==> src/hw/supervisor_defs.svh <==
// Purpose: Shared constants of the supply and thermal supervisor.
// Assumes: 125 MHz clock, 16-bit link words, 32-bit Wishbone.
// Notes: Times are in ns; cycle counts are derived from them.
`ifndef SUPERVISOR_DEFS_SVH
`define SUPERVISOR_DEFS_SVH

`define LIN_NUM 3
`define CLK_PERIOD_NS 8
`define CNT_W 20
`define AUX_CNT_W 10

// Least reset delay, short filter, auxiliary rail filter
`define RESET_DELAY_NS 1500000
`define SHORT_FILTER_NS 4000000
`define AUX_FILTER_NS 7000
`define NS_TO_CYC(t) (((t) + `CLK_PERIOD_NS - 1) / `CLK_PERIOD_NS)
`define RESET_DELAY_CYC `NS_TO_CYC(`RESET_DELAY_NS)
`define SHORT_FILTER_CYC `NS_TO_CYC(`SHORT_FILTER_NS)
`define AUX_FILTER_CYC `NS_TO_CYC(`AUX_FILTER_NS)

// Device register indexes on the link
`define REG_CTRL 2'h0
`define REG_STATUS 2'h1
`define REG_FAULT 2'h2

// Control word fields
`define CTRL_MODE_LO 0
`define CTRL_WD_BUS 2
`define CTRL_THR_LO 3
`define CTRL_HIGH_RST 5
`define CTRL_AUX_ON 6
`define MODE_REQ_NORMAL 2'h0
`define MODE_REQ_STOP 2'h1
`define MODE_REQ_SLEEP 2'h2
`define MODE_REQ_NONE 2'h3
`define THRESH_OFF 2'h3

// Status flag positions
`define FLAG_W 10
`define FL_POR 0
`define FL_LIN_LOW 1
`define FL_MAIN_LOW 2
`define FL_MAIN_HIGH 3
`define FL_MAIN_SHORT 4
`define FL_BUCK_SHORTED 5
`define FL_AUX_LOW 6
`define FL_BLOCK_HOT 7
`define FL_AUX_HOT 8
`define FL_PREWARN 9

// Host Wishbone word indexes (adr[3:2])
`define WB_DEV_CTRL 2'h0
`define WB_DEV_STATUS 2'h1
`define WB_DEV_FAULT 2'h2
`define WB_LOCAL 2'h3
`define LOCAL_WAKE_SEEN 5

`endif

==> src/hw/supervisor_pkg.sv <==
// Purpose: Types shared by both ends of the supervisor link.
// Assumes: supervisor_defs.svh supplies the widths.
// Notes: First enum member of each type is its reset state.
`include "supervisor_defs.svh"

package supervisor_pkg;

   typedef enum logic [2:0] {
      MODE_OFF, MODE_INIT, MODE_NORMAL, MODE_STOP,
      MODE_SLEEP, MODE_RESTART, MODE_FAILSAFE
   } sbc_mode_t;

   typedef enum logic [1:0] {H_IDLE, H_SEND, H_WAIT, H_ACK} host_state_t;

   typedef struct packed {
      logic supplyAbovePor;
      logic [2:0] mainAboveRt;
      logic mainHigh;
      logic vsAboveTimeout;
      logic linSupplyLow;
      logic auxLow;
      logic auxRamping;
      logic canHot;
      logic [`LIN_NUM-1:0] linHot;
      logic auxHot;
      logic buckPrewarn;
      logic canWake;
      logic [`LIN_NUM-1:0] linWake;
      logic wakeInput;
   } sense_t;

   typedef struct packed {
      sense_t syncA;
      sense_t syncB;
      sbc_mode_t mode;
      logic resetOutN;
      logic [`CNT_W-1:0] delayCnt;
      logic [`CNT_W-1:0] shortCnt;
      logic [`AUX_CNT_W-1:0] auxCnt;
      logic wdBus;
      logic [1:0] thrSel;
      logic highReset;
      logic auxOn;
      logic [`FLAG_W-1:0] flags;
      logic canFault;
      logic [`LIN_NUM-1:0] linFault;
      logic canRxLow;
      logic [`LIN_NUM-1:0] linRxLow;
      logic canRxOut;
      logic [`LIN_NUM-1:0] linRxOut;
      logic [15:0] rdData;
      logic wakeIrq;
      logic wdRestart;
   } dev_state_t;

   typedef struct packed {
      host_state_t state;
      logic [1:0] addr;
      logic write;
      logic [15:0] data;
      logic [31:0] datOut;
      logic wakeSeen;
   } host_reg_t;

endpackage : supervisor_pkg

==> src/hw/supervisor_link.sv <==
// Purpose: Link between the supervisor device and its host.
// Assumes: One clock shared by both ends, supplied outside.
// Notes: Command strobe is one cycle; read data follows one edge later.
`include "supervisor_defs.svh"

interface supervisor_link;
   logic cmdValid;
   logic cmdWrite;
   logic [1:0] cmdAddr;
   logic [15:0] cmdData;
   logic [15:0] rdData;
   logic resetOutN;
   logic wakeIrq;
   logic canReceiveOut;
   logic [`LIN_NUM-1:0] linReceiveOut;

   modport dev (
      input cmdValid, cmdWrite, cmdAddr, cmdData,
      output rdData, resetOutN, wakeIrq, canReceiveOut, linReceiveOut
   );
   modport mcu (
      output cmdValid, cmdWrite, cmdAddr, cmdData,
      input rdData, resetOutN, wakeIrq, canReceiveOut, linReceiveOut
   );
endinterface : supervisor_link

==> src/hw/supply_thermal_supervisor.sv <==
// Purpose: Supply, reset and thermal supervision of the basis chip.
// Assumes: Comparator levels arrive unsynchronised in sense.
// Notes: Supply loss acts as a reset of all register state but the input synchronisers.
// How it works
// - Host changes bus-wake start only in normal
// - Bus wake in stop restarts watchdog
// - Bus wake raises interrupt, pulls receive low
// - Host re-sends disabling sequence after restart
// - Power-on sets startup flag, loads defaults
// - Reset held until rail up plus delay
// - Supply loss resets chip; restart in init
// - LIN supply low: flag and receive-only
// - Rail undervoltage: reset, restart, flag
// - Threshold select 11 disables undervoltage
// - No rail low flag in sleep, fail-safe
// - Overvoltage watched in init, normal, stop
// - Overvoltage with enable enters restart mode
// - Long short: fail-safe, buck off, flags
// - Status flags trigger no mode change
// - Auxiliary rail low after filter, sticky
// - Block overheat switches block off, flags
// - Auxiliary overheat clears its on control in normal, or in stop with watchdog on
// - CAN overheat: receive-only, fault code 01
// - LIN overheat: receive-only, fault code 01
// - Thermal flags stay until host clears
// - Buck prewarning flag while buck on
//
// Chosen here: the Wishbone interface to the registers and the placing of the registers.
`include "supervisor_defs.svh"

module supply_thermal_supervisor #(
   parameter int unsigned RESET_DELAY_CYC = `RESET_DELAY_CYC,
   parameter int unsigned SHORT_FILTER_CYC = `SHORT_FILTER_CYC
) (
   // Clock and reset
   input wire logic clk,
   input wire logic rst_n,
   // Host link
   supervisor_link.dev link,
   // Analog comparators and wake detectors
   input wire supervisor_pkg::sense_t sense,
   // Block state from the rest of the chip
   input wire logic wdOffInStop,
   input wire logic canActive,
   input wire logic [`LIN_NUM-1:0] linActive,
   input wire logic canRxIn,
   input wire logic [`LIN_NUM-1:0] linRxIn,
   // Controls to the rest of the chip
   output logic buckEnable,
   output logic auxRailEnable,
   output logic failsafeOutputs,
   output logic canTxDisable,
   output logic [`LIN_NUM-1:0] linTxDisable,
   output logic wdRestartLong
);
   import supervisor_pkg::*;

   // Mode OFF is code zero, so all-zero is the power-on state
   localparam dev_state_t DEV_RESET = '0;

   dev_state_t s;
   dev_state_t n;
   sense_t c;
   logic railUp;
   logic uvEnabled;
   logic powered;
   logic ovWatched;
   logic busWake;
   logic anyWake;
   logic auxGuard;
   logic [`FLAG_W-1:0] hold;
   logic [`FLAG_W-1:0] clr;
   logic [`LIN_NUM-1:0] linHotOn;

   function automatic logic released(input dev_state_t st,
                                     input logic up);
      released = up && (st.delayCnt ==
                        `CNT_W'(RESET_DELAY_CYC - 1));
   endfunction : released

   always_comb begin
      n = s;
      n.syncA = sense;
      n.syncB = s.syncA;
      c = s.syncB;
      n.wakeIrq = 1'b0;
      n.wdRestart = 1'b0;
      clr = '0;
      uvEnabled = (s.thrSel != `THRESH_OFF);
      railUp = c.mainAboveRt[uvEnabled ? s.thrSel : 2'h0];
      powered = (s.mode != MODE_OFF) && (s.mode != MODE_SLEEP) &&
                (s.mode != MODE_FAILSAFE);
      ovWatched = (s.mode == MODE_INIT) || (s.mode == MODE_NORMAL) ||
                  (s.mode == MODE_STOP);
      busWake = c.canWake || (|c.linWake);
      anyWake = busWake || c.wakeInput;
      linHotOn = linActive & c.linHot;
      // Flags that may only be cleared once their cause is gone
      hold = '0;
      hold[`FL_LIN_LOW] = c.linSupplyLow;
      hold[`FL_BLOCK_HOT] = c.canHot || (|c.linHot) || c.auxHot;
      hold[`FL_AUX_HOT] = c.auxHot;
      hold[`FL_PREWARN] = c.buckPrewarn;

      // Host commands go first so that hardware sets below win
      if (link.cmdValid && !link.cmdWrite) begin
         case (link.cmdAddr)
            `REG_CTRL: n.rdData = {5'h00, s.mode, 1'b0, s.auxOn,
                                   s.highReset, s.thrSel, s.wdBus, 2'h0};
            `REG_STATUS: n.rdData = {6'h00, s.flags};
            `REG_FAULT: n.rdData = {8'h00, 1'b0, s.linFault[2], 1'b0,
                                    s.linFault[1], 1'b0, s.linFault[0],
                                    1'b0, s.canFault};
            default: n.rdData = 16'h0000;
         endcase
      end
      if (link.cmdValid && link.cmdWrite) begin
         case (link.cmdAddr)
            `REG_CTRL: begin
               n.thrSel = link.cmdData[`CTRL_THR_LO +: 2];
               n.highReset = link.cmdData[`CTRL_HIGH_RST];
               n.auxOn = link.cmdData[`CTRL_AUX_ON];
               n.canRxLow = 1'b0;
               n.linRxLow = '0;
               if (s.mode == MODE_NORMAL) begin
                  n.wdBus = link.cmdData[`CTRL_WD_BUS];
               end
               case (link.cmdData[`CTRL_MODE_LO +: 2])
                  `MODE_REQ_NORMAL: begin
                     if (s.resetOutN && (ovWatched)) begin
                        n.mode = MODE_NORMAL;
                     end
                  end
                  `MODE_REQ_STOP: begin
                     if (s.mode == MODE_NORMAL) begin
                        n.mode = MODE_STOP;
                     end
                  end
                  `MODE_REQ_SLEEP: begin
                     if ((s.mode == MODE_NORMAL) ||
                         (s.mode == MODE_STOP)) begin
                        n.mode = MODE_SLEEP;
                        n.resetOutN = 1'b0;
                     end
                  end
                  default: begin
                  end
               endcase
            end
            `REG_STATUS: clr = link.cmdData[`FLAG_W-1:0] & ~hold;
            `REG_FAULT: begin
               if (link.cmdData[0] && !c.canHot) begin
                  n.canFault = 1'b0;
               end
               for (int i = 0; i < `LIN_NUM; i++) begin
                  if (link.cmdData[2 * i + 2] && !c.linHot[i]) begin
                     n.linFault[i] = 1'b0;
                  end
               end
            end
            default: begin
            end
         endcase
      end
      // Flags fall only on a host clear
      n.flags = s.flags & ~clr;

      case (s.mode)
         MODE_OFF: begin
            n.mode = MODE_INIT;
            n.flags[`FL_POR] = 1'b1;
            n.delayCnt = '0;
         end
         MODE_INIT, MODE_RESTART: begin
            if (!s.resetOutN) begin
               if (!railUp) begin
                  n.delayCnt = '0;
               end else if (released(s, railUp)) begin
                  n.resetOutN = 1'b1;
                  n.delayCnt = '0;
               end else begin
                  n.delayCnt = s.delayCnt + 20'h0_0001;
               end
            end else if (s.mode == MODE_RESTART &&
                         !(s.highReset && c.mainHigh)) begin
               n.mode = MODE_NORMAL;
            end
         end
         MODE_SLEEP, MODE_FAILSAFE: begin
            if (anyWake) begin
               n.mode = MODE_RESTART;
               n.delayCnt = '0;
            end
         end
         MODE_NORMAL, MODE_STOP: begin
         end
         default: n.mode = MODE_OFF;
      endcase

      if (ovWatched && c.mainHigh) begin
         n.flags[`FL_MAIN_HIGH] = 1'b1;
         if (s.highReset) begin
            n.mode = MODE_RESTART;
            n.resetOutN = 1'b0;
            n.delayCnt = '0;
         end
      end
      if (uvEnabled && powered && s.resetOutN && !railUp) begin
         n.flags[`FL_MAIN_LOW] = 1'b1;
         n.mode = MODE_RESTART;
         n.resetOutN = 1'b0;
         n.delayCnt = '0;
      end
      if (powered && !railUp && c.vsAboveTimeout) begin
         n.shortCnt = s.shortCnt + 20'h0_0001;
         if (s.shortCnt == `CNT_W'(SHORT_FILTER_CYC - 1)) begin
            n.mode = MODE_FAILSAFE;
            n.resetOutN = 1'b0;
            n.shortCnt = '0;
            n.flags[`FL_MAIN_SHORT] = 1'b1;
            n.flags[`FL_MAIN_LOW] = 1'b1;
            n.flags[`FL_BUCK_SHORTED] = 1'b1;
         end
      end else begin
         n.shortCnt = '0;
      end

      if (c.linSupplyLow) begin
         n.flags[`FL_LIN_LOW] = 1'b1;
      end
      if (s.auxOn && c.auxLow && !c.auxRamping) begin
         if (s.auxCnt == `AUX_CNT_W'(`AUX_FILTER_CYC - 1)) begin
            n.flags[`FL_AUX_LOW] = 1'b1;
         end else begin
            n.auxCnt = s.auxCnt + 10'h001;
         end
      end else begin
         n.auxCnt = '0;
      end
      auxGuard = (s.mode == MODE_NORMAL) ||
                 (s.mode == MODE_STOP && !wdOffInStop);
      if (s.auxOn && auxGuard && c.auxHot) begin
         n.auxOn = 1'b0;
         n.flags[`FL_AUX_HOT] = 1'b1;
         n.flags[`FL_BLOCK_HOT] = 1'b1;
      end
      if (canActive && c.canHot) begin
         n.canFault = 1'b1;
         n.flags[`FL_BLOCK_HOT] = 1'b1;
      end
      if (|linHotOn) begin
         n.linFault = s.linFault | linHotOn;
         n.flags[`FL_BLOCK_HOT] = 1'b1;
      end
      if (powered && c.buckPrewarn) begin
         n.flags[`FL_PREWARN] = 1'b1;
      end

      if (c.canWake) begin
         n.canRxLow = 1'b1;
      end
      n.linRxLow = n.linRxLow | c.linWake;
      n.wakeIrq = busWake;
      // Long open window on bus wake
      if (s.mode == MODE_STOP && s.wdBus && wdOffInStop && busWake) begin
         n.wdRestart = 1'b1;
      end
      n.canRxOut = canRxIn && !n.canRxLow;
      n.linRxOut = linRxIn & ~n.linRxLow;

      // Supply loss resets all state but the input synchronisers
      if (!c.supplyAbovePor) begin
         n = DEV_RESET;
         n.syncA = sense;
         n.syncB = s.syncA;
      end
   end

   always_ff @(posedge clk) begin
      if (!rst_n) begin
         s <= DEV_RESET;
      end else begin
         s <= n;
      end
   end

   assign link.rdData = s.rdData;
   assign link.resetOutN = s.resetOutN;
   assign link.wakeIrq = s.wakeIrq;
   assign link.canReceiveOut = s.canRxOut;
   assign link.linReceiveOut = s.linRxOut;
   assign buckEnable = powered;
   assign auxRailEnable = s.auxOn;
   assign failsafeOutputs = (s.mode == MODE_FAILSAFE);
   assign canTxDisable = canActive && s.syncB.canHot;
   assign linTxDisable = (linActive & s.syncB.linHot) |
                         {`LIN_NUM{s.syncB.linSupplyLow}};
   assign wdRestartLong = s.wdRestart;

endmodule : supply_thermal_supervisor

==> src/flat_wrapper.sv <==
// flat-port wrapper written by rule: the top's interface ports become plain ports
module supply_thermal_supervisor_flat import supervisor_pkg::*;
#(
   parameter int unsigned RESET_DELAY_CYC = `RESET_DELAY_CYC,
   parameter int unsigned SHORT_FILTER_CYC = `SHORT_FILTER_CYC
)
  (clk, rst_n, sense, wdOffInStop, canActive, linActive, canRxIn, linRxIn, buckEnable, auxRailEnable, failsafeOutputs, canTxDisable, linTxDisable, wdRestartLong, link_cmdValid, link_cmdWrite, link_cmdAddr, link_cmdData, link_rdData, link_resetOutN, link_wakeIrq, link_canReceiveOut, link_linReceiveOut);
  supervisor_link link_i ();
  input wire logic clk;
  input wire logic rst_n;
  input wire supervisor_pkg::sense_t sense;
  input wire logic wdOffInStop;
  input wire logic canActive;
  input wire logic [`LIN_NUM-1:0] linActive;
  input wire logic canRxIn;
  input wire logic [`LIN_NUM-1:0] linRxIn;
  output logic buckEnable;
  output logic auxRailEnable;
  output logic failsafeOutputs;
  output logic canTxDisable;
  output logic [`LIN_NUM-1:0] linTxDisable;
  output logic wdRestartLong;
  input wire logic [$bits(link_i.cmdValid)-1:0] link_cmdValid;
  input wire logic [$bits(link_i.cmdWrite)-1:0] link_cmdWrite;
  input wire logic [$bits(link_i.cmdAddr)-1:0] link_cmdAddr;
  input wire logic [$bits(link_i.cmdData)-1:0] link_cmdData;
  output wire logic [$bits(link_i.rdData)-1:0] link_rdData;
  output wire logic [$bits(link_i.resetOutN)-1:0] link_resetOutN;
  output wire logic [$bits(link_i.wakeIrq)-1:0] link_wakeIrq;
  output wire logic [$bits(link_i.canReceiveOut)-1:0] link_canReceiveOut;
  output wire logic [$bits(link_i.linReceiveOut)-1:0] link_linReceiveOut;
  assign link_i.cmdValid = link_cmdValid;
  assign link_i.cmdWrite = link_cmdWrite;
  assign link_i.cmdAddr = link_cmdAddr;
  assign link_i.cmdData = link_cmdData;
  assign link_rdData = link_i.rdData;
  assign link_resetOutN = link_i.resetOutN;
  assign link_wakeIrq = link_i.wakeIrq;
  assign link_canReceiveOut = link_i.canReceiveOut;
  assign link_linReceiveOut = link_i.linReceiveOut;
  supply_thermal_supervisor #(.RESET_DELAY_CYC(RESET_DELAY_CYC), .SHORT_FILTER_CYC(SHORT_FILTER_CYC)) u_core (.clk(clk), .rst_n(rst_n), .link(link_i), .sense(sense), .wdOffInStop(wdOffInStop), .canActive(canActive), .linActive(linActive), .canRxIn(canRxIn), .linRxIn(linRxIn), .buckEnable(buckEnable), .auxRailEnable(auxRailEnable), .failsafeOutputs(failsafeOutputs), .canTxDisable(canTxDisable), .linTxDisable(linTxDisable), .wdRestartLong(wdRestartLong));
endmodule
==> config.mk <==
export PLATFORM = sky130hd
export DESIGN_NAME = supply_thermal_supervisor_flat
export DESIGN_NICKNAME = d
export VERILOG_FILES = /design/src/hw/supervisor_pkg.sv /design/src/hw/supervisor_link.sv /design/src/hw/supply_thermal_supervisor.sv /design/src/flat_wrapper.sv
export VERILOG_INCLUDE_DIRS = /design/src /design/src/hw
export SDC_FILE = /design/constraint.sdc
export NUM_CORES = 1
export LEC_CHECK = 0
export BUFFER_PORTS_ARGS = -buffer_cell sky130_fd_sc_hd__buf_2
export CAP_MARGIN = 25
export CORE_UTILIZATION = 30
export DETAILED_ROUTE_END_ITERATION = 16
export GPL_ROUTABILITY_DRIVEN = 0
export PLACE_DENSITY_LB_ADDON = 0.15
export RECOVER_POWER = 50
export SLEW_MARGIN = 10
export SYNTH_ARGS = -nofsm -noshare
export SYNTH_HDL_FRONTEND = slang
export SYNTH_SLANG_ARGS = --single-unit
==> constraint.sdc <==
create_clock -name clk -period 5.9 [get_ports clk]
set_input_delay 0.59 -clock clk [delete_from_list [all_inputs] [get_ports clk]]
set_output_delay 0.59 -clock clk [all_outputs]
set_load 0.1 [all_outputs]
==> metrics, run 1 <==
WHS Endpoint u_core.s[127]; Crit Path Category in2reg; outcome finished with violations; Layout area overhead 17.8%; Max VDD drop 0.000181 V; final wirelength 14100 microns; Pre-antenna DRT Iters 9; pin count of the biggest net entering global routing 43; maxcap violations 1; CP max stage delay 0.90 ns; pre-CTS WS 3.36 ns; Hold WC Path Type in2reg; critical path endpoint category register; cell row count 50; # diodes 0; initial core utilization 0.309; Main synth FF type dfxtp_1; vias in the first global route 4529; wire per inst 14.4 microns; Detail Route met3 WL 714 microns; Clock Latency Late Sink 0.42 ns; First DRT Iteration DRCs 300; Top delay family on crit path buffers and inverters; worst r2r src u_core.s[96]; slew margin rel. -0.0939; R2R cell count 4; met2 routed WL 6150 microns; Critical Path RT 6.24 ns; hold bufs inserted after CTS 0; port bufs 69; Seq/Total Area, Yosys 0.459; Slew @ Worst Pin 1.64 ns; minimum clock period 2.73 ns; top routing layer in use met4; I/O Pins 81; final-report hold violation count 0; top cell type's share of synthesized area 0.459; first-pass GRT wire length 23000 microns; met1 wire length 7050 microns; post-CTS sizing 0; Synth warnings 0; largest area contributor in the netlist dfxtp_1; Hold Crit Start sense[8]; vias per cell 4.84; setup repair after global routing missed its margin false; Clock Skews 0.0155 ns; Reg2Reg Setup Slack 3.55 ns; GRT Residual Overflow 0; H-Tree Depth 4; crit start category input pin; CP max FO 42; Sink Count 134; period utilisation layout 0.463; share of cells above drive strength 1 0.157; Slew Limit Fails 37; area of the core 18900 sq um; final worst setup slack 3.17 ns; TNS Setup 0 ns; fmax 366 MHz; DR DRC count 0; synth top area cells dfxtp_1 (46%), and2_1 (4.9%), nor2_1 (4.6%); PD cells 310 nW/um^2; post-DP HPWL 10100 microns; final instance area 6890 sq um; number of flops mapped to enable cells by yosys 0; failing checks max-capacitance violations, max-slew violations; post-CTS setup buffers 0; Mean Syn Cell Area 8.86 sq um; Clock transition at path regs 0.06 ns; CTS tree built; die area 20000 sq um; root buf cell clkbuf_16; Finished Core Util 0.365; hold depth 2; crit path DAT 3.07 ns; Synth cell types 67; Max Root-Sink Buffers 2; Die Ht 142 microns; routed vias 4751; setup violators final 0; GRT Util Overall 0.146; synthesized area 5850 sq um; initial antenna violation count 0; Synth Register Bits 134; Cells after Synth 660; WP buf/inv 2; asr flop ratio synth 0; Die X 142 microns; Routed Antenna Nets 0; Crit Reg-Reg Endpoint u_core.s[94]; Slowest cell on crit path clkbuf_1; total CTS buffers 17; crit-path cells clkbuf_1 -> and2_0 -> o311ai_2 -> buf_4 -> nand2b_1 -> a211oi_1; leakage 0.00238 uW; Placed Instance Area 6270 sq um; nets 763
[power breakdown]
part           total, uW  switching (uW)  internal (uW)  leakage [uW]
clock network       1110             417            695      0.000295
registers            926            6.31            919       0.00109
logic               96.3            68.5           27.8      0.000998
total               2130             492           1640       0.00238
[layout make-up]
cell class	instances	area [sq um]
Timing Repair Buffer	73	364
Inverter	15	56.3
Clock inverter	12	165
Fill cell	1975	12000
Clock buffer	20	457
Multi-Input combinational cell	467	2840
Tap cell	260	325
Sequential cell	134	2680
[cell usage in the layout (no fill, tap or decap), drive strengths merged, types with 12 or more instances in the layout]
cell and count:
buf 65, a21oi 44, nand3 26, nor2 72, inv 20, and3 13, nand4 12, xnor2 15
nor3 19, nand2 57, nor4 12, clkbuf 28, and2 47, dfxtp 134
[through the flow]
| step | cells | total power (uW) | hold slack [ns] |
|---|---|---|---|
| after floorplan | 664 | 1010 | 0.412 |
| after global placement | 947 | 1040 | 0.417 |
| after detailed placement | 948 | 1040 | 0.419 |
| after CTS | 980 | 2160 | 0.354 |
| after global routing | 981 | 2210 | 0.358 |
| final | 981 | 2130 | 0.371 |
[sequential cells by signal (all words and copies together), names as in the netlist, 3 cells and up]
| name | count |
|---|---|
| u_core.link.rdData | 11 |
| u_core.s | 95 |
| u_core.c | 20 |
| u_core.link.linReceiveOut | 3 |
[worst max path at each step]
stage                           end          from  slack, ns  cells after the start
global placement       u_core.s[86]   u_core.c[2]       3.29                      5
detailed placement     u_core.s[80]         rst_n       3.36                      6
global route           u_core.s[79]         rst_n       2.84                      6
floorplan           failsafeOutputs  u_core.s[98]       3.31                      3
CTS                      buckEnable  u_core.s[97]       3.27                      4
finish                 u_core.s[80]         rst_n       3.17                      6
[cell usage after synthesis, drive strengths merged (2+ instances only)]
master   number
buf          26
o211ai        6
nor4         12
nand4bb       2
o31ai         2
and4          5
nor2b        10
nand4b        3
a21boi        3
a311oi        4
dfxtp       134
nor4b         3
nor3         19
ha            4
xor2         11
a41oi         7
a31oi         6
nor3b         2
o22ai         3
a22oi         9
and3         13
or2           2
nand2b       10
a21o          2
xnor2        15
mux2i         8
nand4        12
nand3b        3
nand3        26
a211oi        8
nor2         72
and2         47
a21oi        44
inv          15
o21ai        10
mux2          4
or3           3
nand2        57
clkbuf       22
[routing by layer]
| layer | vias up | track usage |
|---|---|---|
| li1 | 2401 | - |
| met1 | 2221 | 0.200 |
| met2 | 114 | 0.218 |
| met3 | 15 | 0.0425 |
| met4 | 0 | 0.0515 |
| met5 | - | 0 |
[kinds of logic (layout without fill, tap and decap cells)]
kind of cell | after synthesis | in the layout | synth area share
AOI/OAI and AO/OA | 115 | 115 | 0.138
and+or+nand+nor | 305 | 305 | 0.275
adders and majority gates | 4 | 4 | 0.00856
muxes | 12 | 12 | 0.0220
xor gates and xnor gates | 26 | 26 | 0.0390
DFF | 134 | 134 | 0.459
other | 1 | 5 | 0.000642
buffers and inverters | 63 | 120 | 0.0582
Power figures use the tool's default switching activity.
==> run 2, diff against run 1 <==
- clock period: 5.9 -> 2.65 ns (I/O delays scaled with it)
==> run 2 against run 1 <==
Effect of this change:
- the run now ends clean
- die area did not move
- worst hold slack worse by 0.33 ns
- first-iteration DRC count fell by 1.3%
- count of clock-buffer cells in the layout unchanged
- combinational power is 130% higher
- via count increased by 0.29%
- clock power up 120%
- register-to-register slack worse by 3.3 ns
- highest routed layer unchanged
==> metrics, run 2 (synthesis results as in run 1) <==
Most flops, register u_core.s; setup violators final 0 (unchanged); root buf cell clkbuf_16; Final Instance Count excl. Fillers 990 (+0.92%); Crit Path Category reg2reg; post-CTS sizing 0 (unchanged); CTS tree built; Net Sw Frac 0.230 (-0.000900); outcome completed; GRT met1 Usage 0.203 (+0.00289); port bufs 69 (unchanged); GRT Residual Overflow 0 (unchanged); placed cell count 958 (+1.1%); Hold WC Path Type in2reg; wire per inst 14.0 microns (-2.8%); Die X 142 microns (unchanged); period utilisation layout 0.889; Clock Latency Late Sink 0.42 ns (about the same); slew margin rel. 0.190 (+0.284); final instance area 6950 sq um (+0.85%); sw power 1090 uW (+120%); routing usage on met2 0.213 (-0.00519); fmax 425 MHz; leakage 0.00242 uW (+1.7%); Max Root-Sink Buffers 2 (unchanged); Reg2Reg Setup Slack 0.30 ns (-3.25 ns); Die Ht 142 microns (unchanged); First DRT Iteration DRCs 296 (-1.3%); post-DP HPWL 10100 microns (+0.48%); share of cells above drive strength 1 0.163 (+0.00629); initial antenna violation count 0 (unchanged); max FFs per register 95 (unchanged); I/O Pins 81 (unchanged); nets 772 (+1.2%); Max VDD drop 0.000411 V (+130%); final hold slack 0.0426 ns (-0.328 ns); Critical Path RT 2.99 ns (-3.25 ns); Sink Count 134 (unchanged); Reg power frac 0.434 (about the same); Gate power share 0.046 (about the same); final wirelength 13800 microns (-1.9%); Top delay family on crit path compound AO/OA/AOI/OAI gates; Clock transition at path regs 0.06 ns (about the same); Slew Limit Fails 0 (-100%); CP max stage delay 0.91 ns (about the same); total CTS buffers 17 (unchanged); Int Power 3660 uW (+120%); crit path DAT 2.69 ns (-0.38 ns); most common cell after layout, fill and taps aside dfxtp_1; DR DRC count 0 (unchanged); pin count of the biggest net entering global routing 42 (-2.3%); critical path endpoint category register; Placed Instance Area 6340 sq um (+1.2%); Pre-antenna DRT Iters 6 (-3); routed vias 4765 (+0.29%); vias per cell 4.81 (-0.62%); Slew @ Worst Pin 1.21 ns (-0.426 ns); maxcap violations 0 (-1); hold bufs inserted after CTS 0 (unchanged); PD cells 683 nW/um^2 (+120%); Clock Skews 0.00971 ns (-0.00580 ns); WP buf/inv 0 (-2); H-Tree Depth 4 (unchanged); Routed Antenna Nets 0 (unchanged); CP max FO 16 (-62%); GRT busiest layer met2; # diodes 0 (unchanged); area of the core 18900 sq um (unchanged); crit-path cells ha_1 -> and4_1 -> a2111oi_4 -> a41oi_1 -> a311oi_1; setup repair after global routing missed its margin false; crit start category register; first-pass GRT wire length 22900 microns (-0.69%); post-CTS setup buffers 0 (unchanged); most frequent cells in the layout dfxtp_1 (134), nor2_1 (72), buf_2 (60); initial core utilization 0.309 (unchanged); final-report hold violation count 0 (unchanged); GRT Util Overall 0.146 (-0.000519); cell row count 50 (unchanged); TNS Setup 0 ns (unchanged); clock share of power 0.520 (about the same); vias in the first global route 4543 (+0.31%); Slowest cell on crit path a2111oi_4; Layout area overhead 18.8%; die area 20000 sq um (unchanged); minimum clock period 2.35 ns; met3 usage 0.0361 (-0.00641)
run 2: power groups by stage:
stage          Clock [uW]  Sequential [uW]  Combinational (uW)
2_1_floorplan           0             2100                 155
3_3_place_gp            0             2100                 222
3_5_place_dp            0             2100                 223
4_1_cts              2540             2060                 224
5_1_grt              2640             2060                 237
6_report             2470             2060                 220
run 2: final timing paths:
path                               startpoint             to  depth (start not counted)
worst min-delay path                 sense[8]  u_core.s[127]                          2
worst max register to register   u_core.s[75]   u_core.s[94]                          5
worst max-delay path             u_core.s[75]   u_core.s[94]                          5
worst min register to register  u_core.s[132]   u_core.c[13]                          1
run 2: stage by stage:
| stage | total power, uW | setup WS [ns] | utilization |
|---|---|---|---|
| after floorplan | 2260 | 0.347 | - |
| after global placement | 2330 | 0.311 | 0.336 |
| after detailed placement | 2330 | 0.256 | 0.336 |
| after CTS | 4820 | 0.272 | 0.369 |
| after global routing | 4940 | 0.132 | 0.368 |
| final | 4750 | 0.295 | 0.368 |
run 2: area by class of cell:
type,count,area [sq um]
clock inverter,12,166
clock buffer,20,457
sequential,134,2680
fill,1979,11900
multi-input combinational,467,2840
timing repair buffer,82,422
tap,260,325
inverter,15,56.3
run 2: metal layers:
layer | routed length (microns) | vias up
li1 | - | 2413
met1 | 7030 | 2217
met2 | 5900 | 119
met3 | 688 | 16
met4 | 202 | 0
met5 | 0 | -
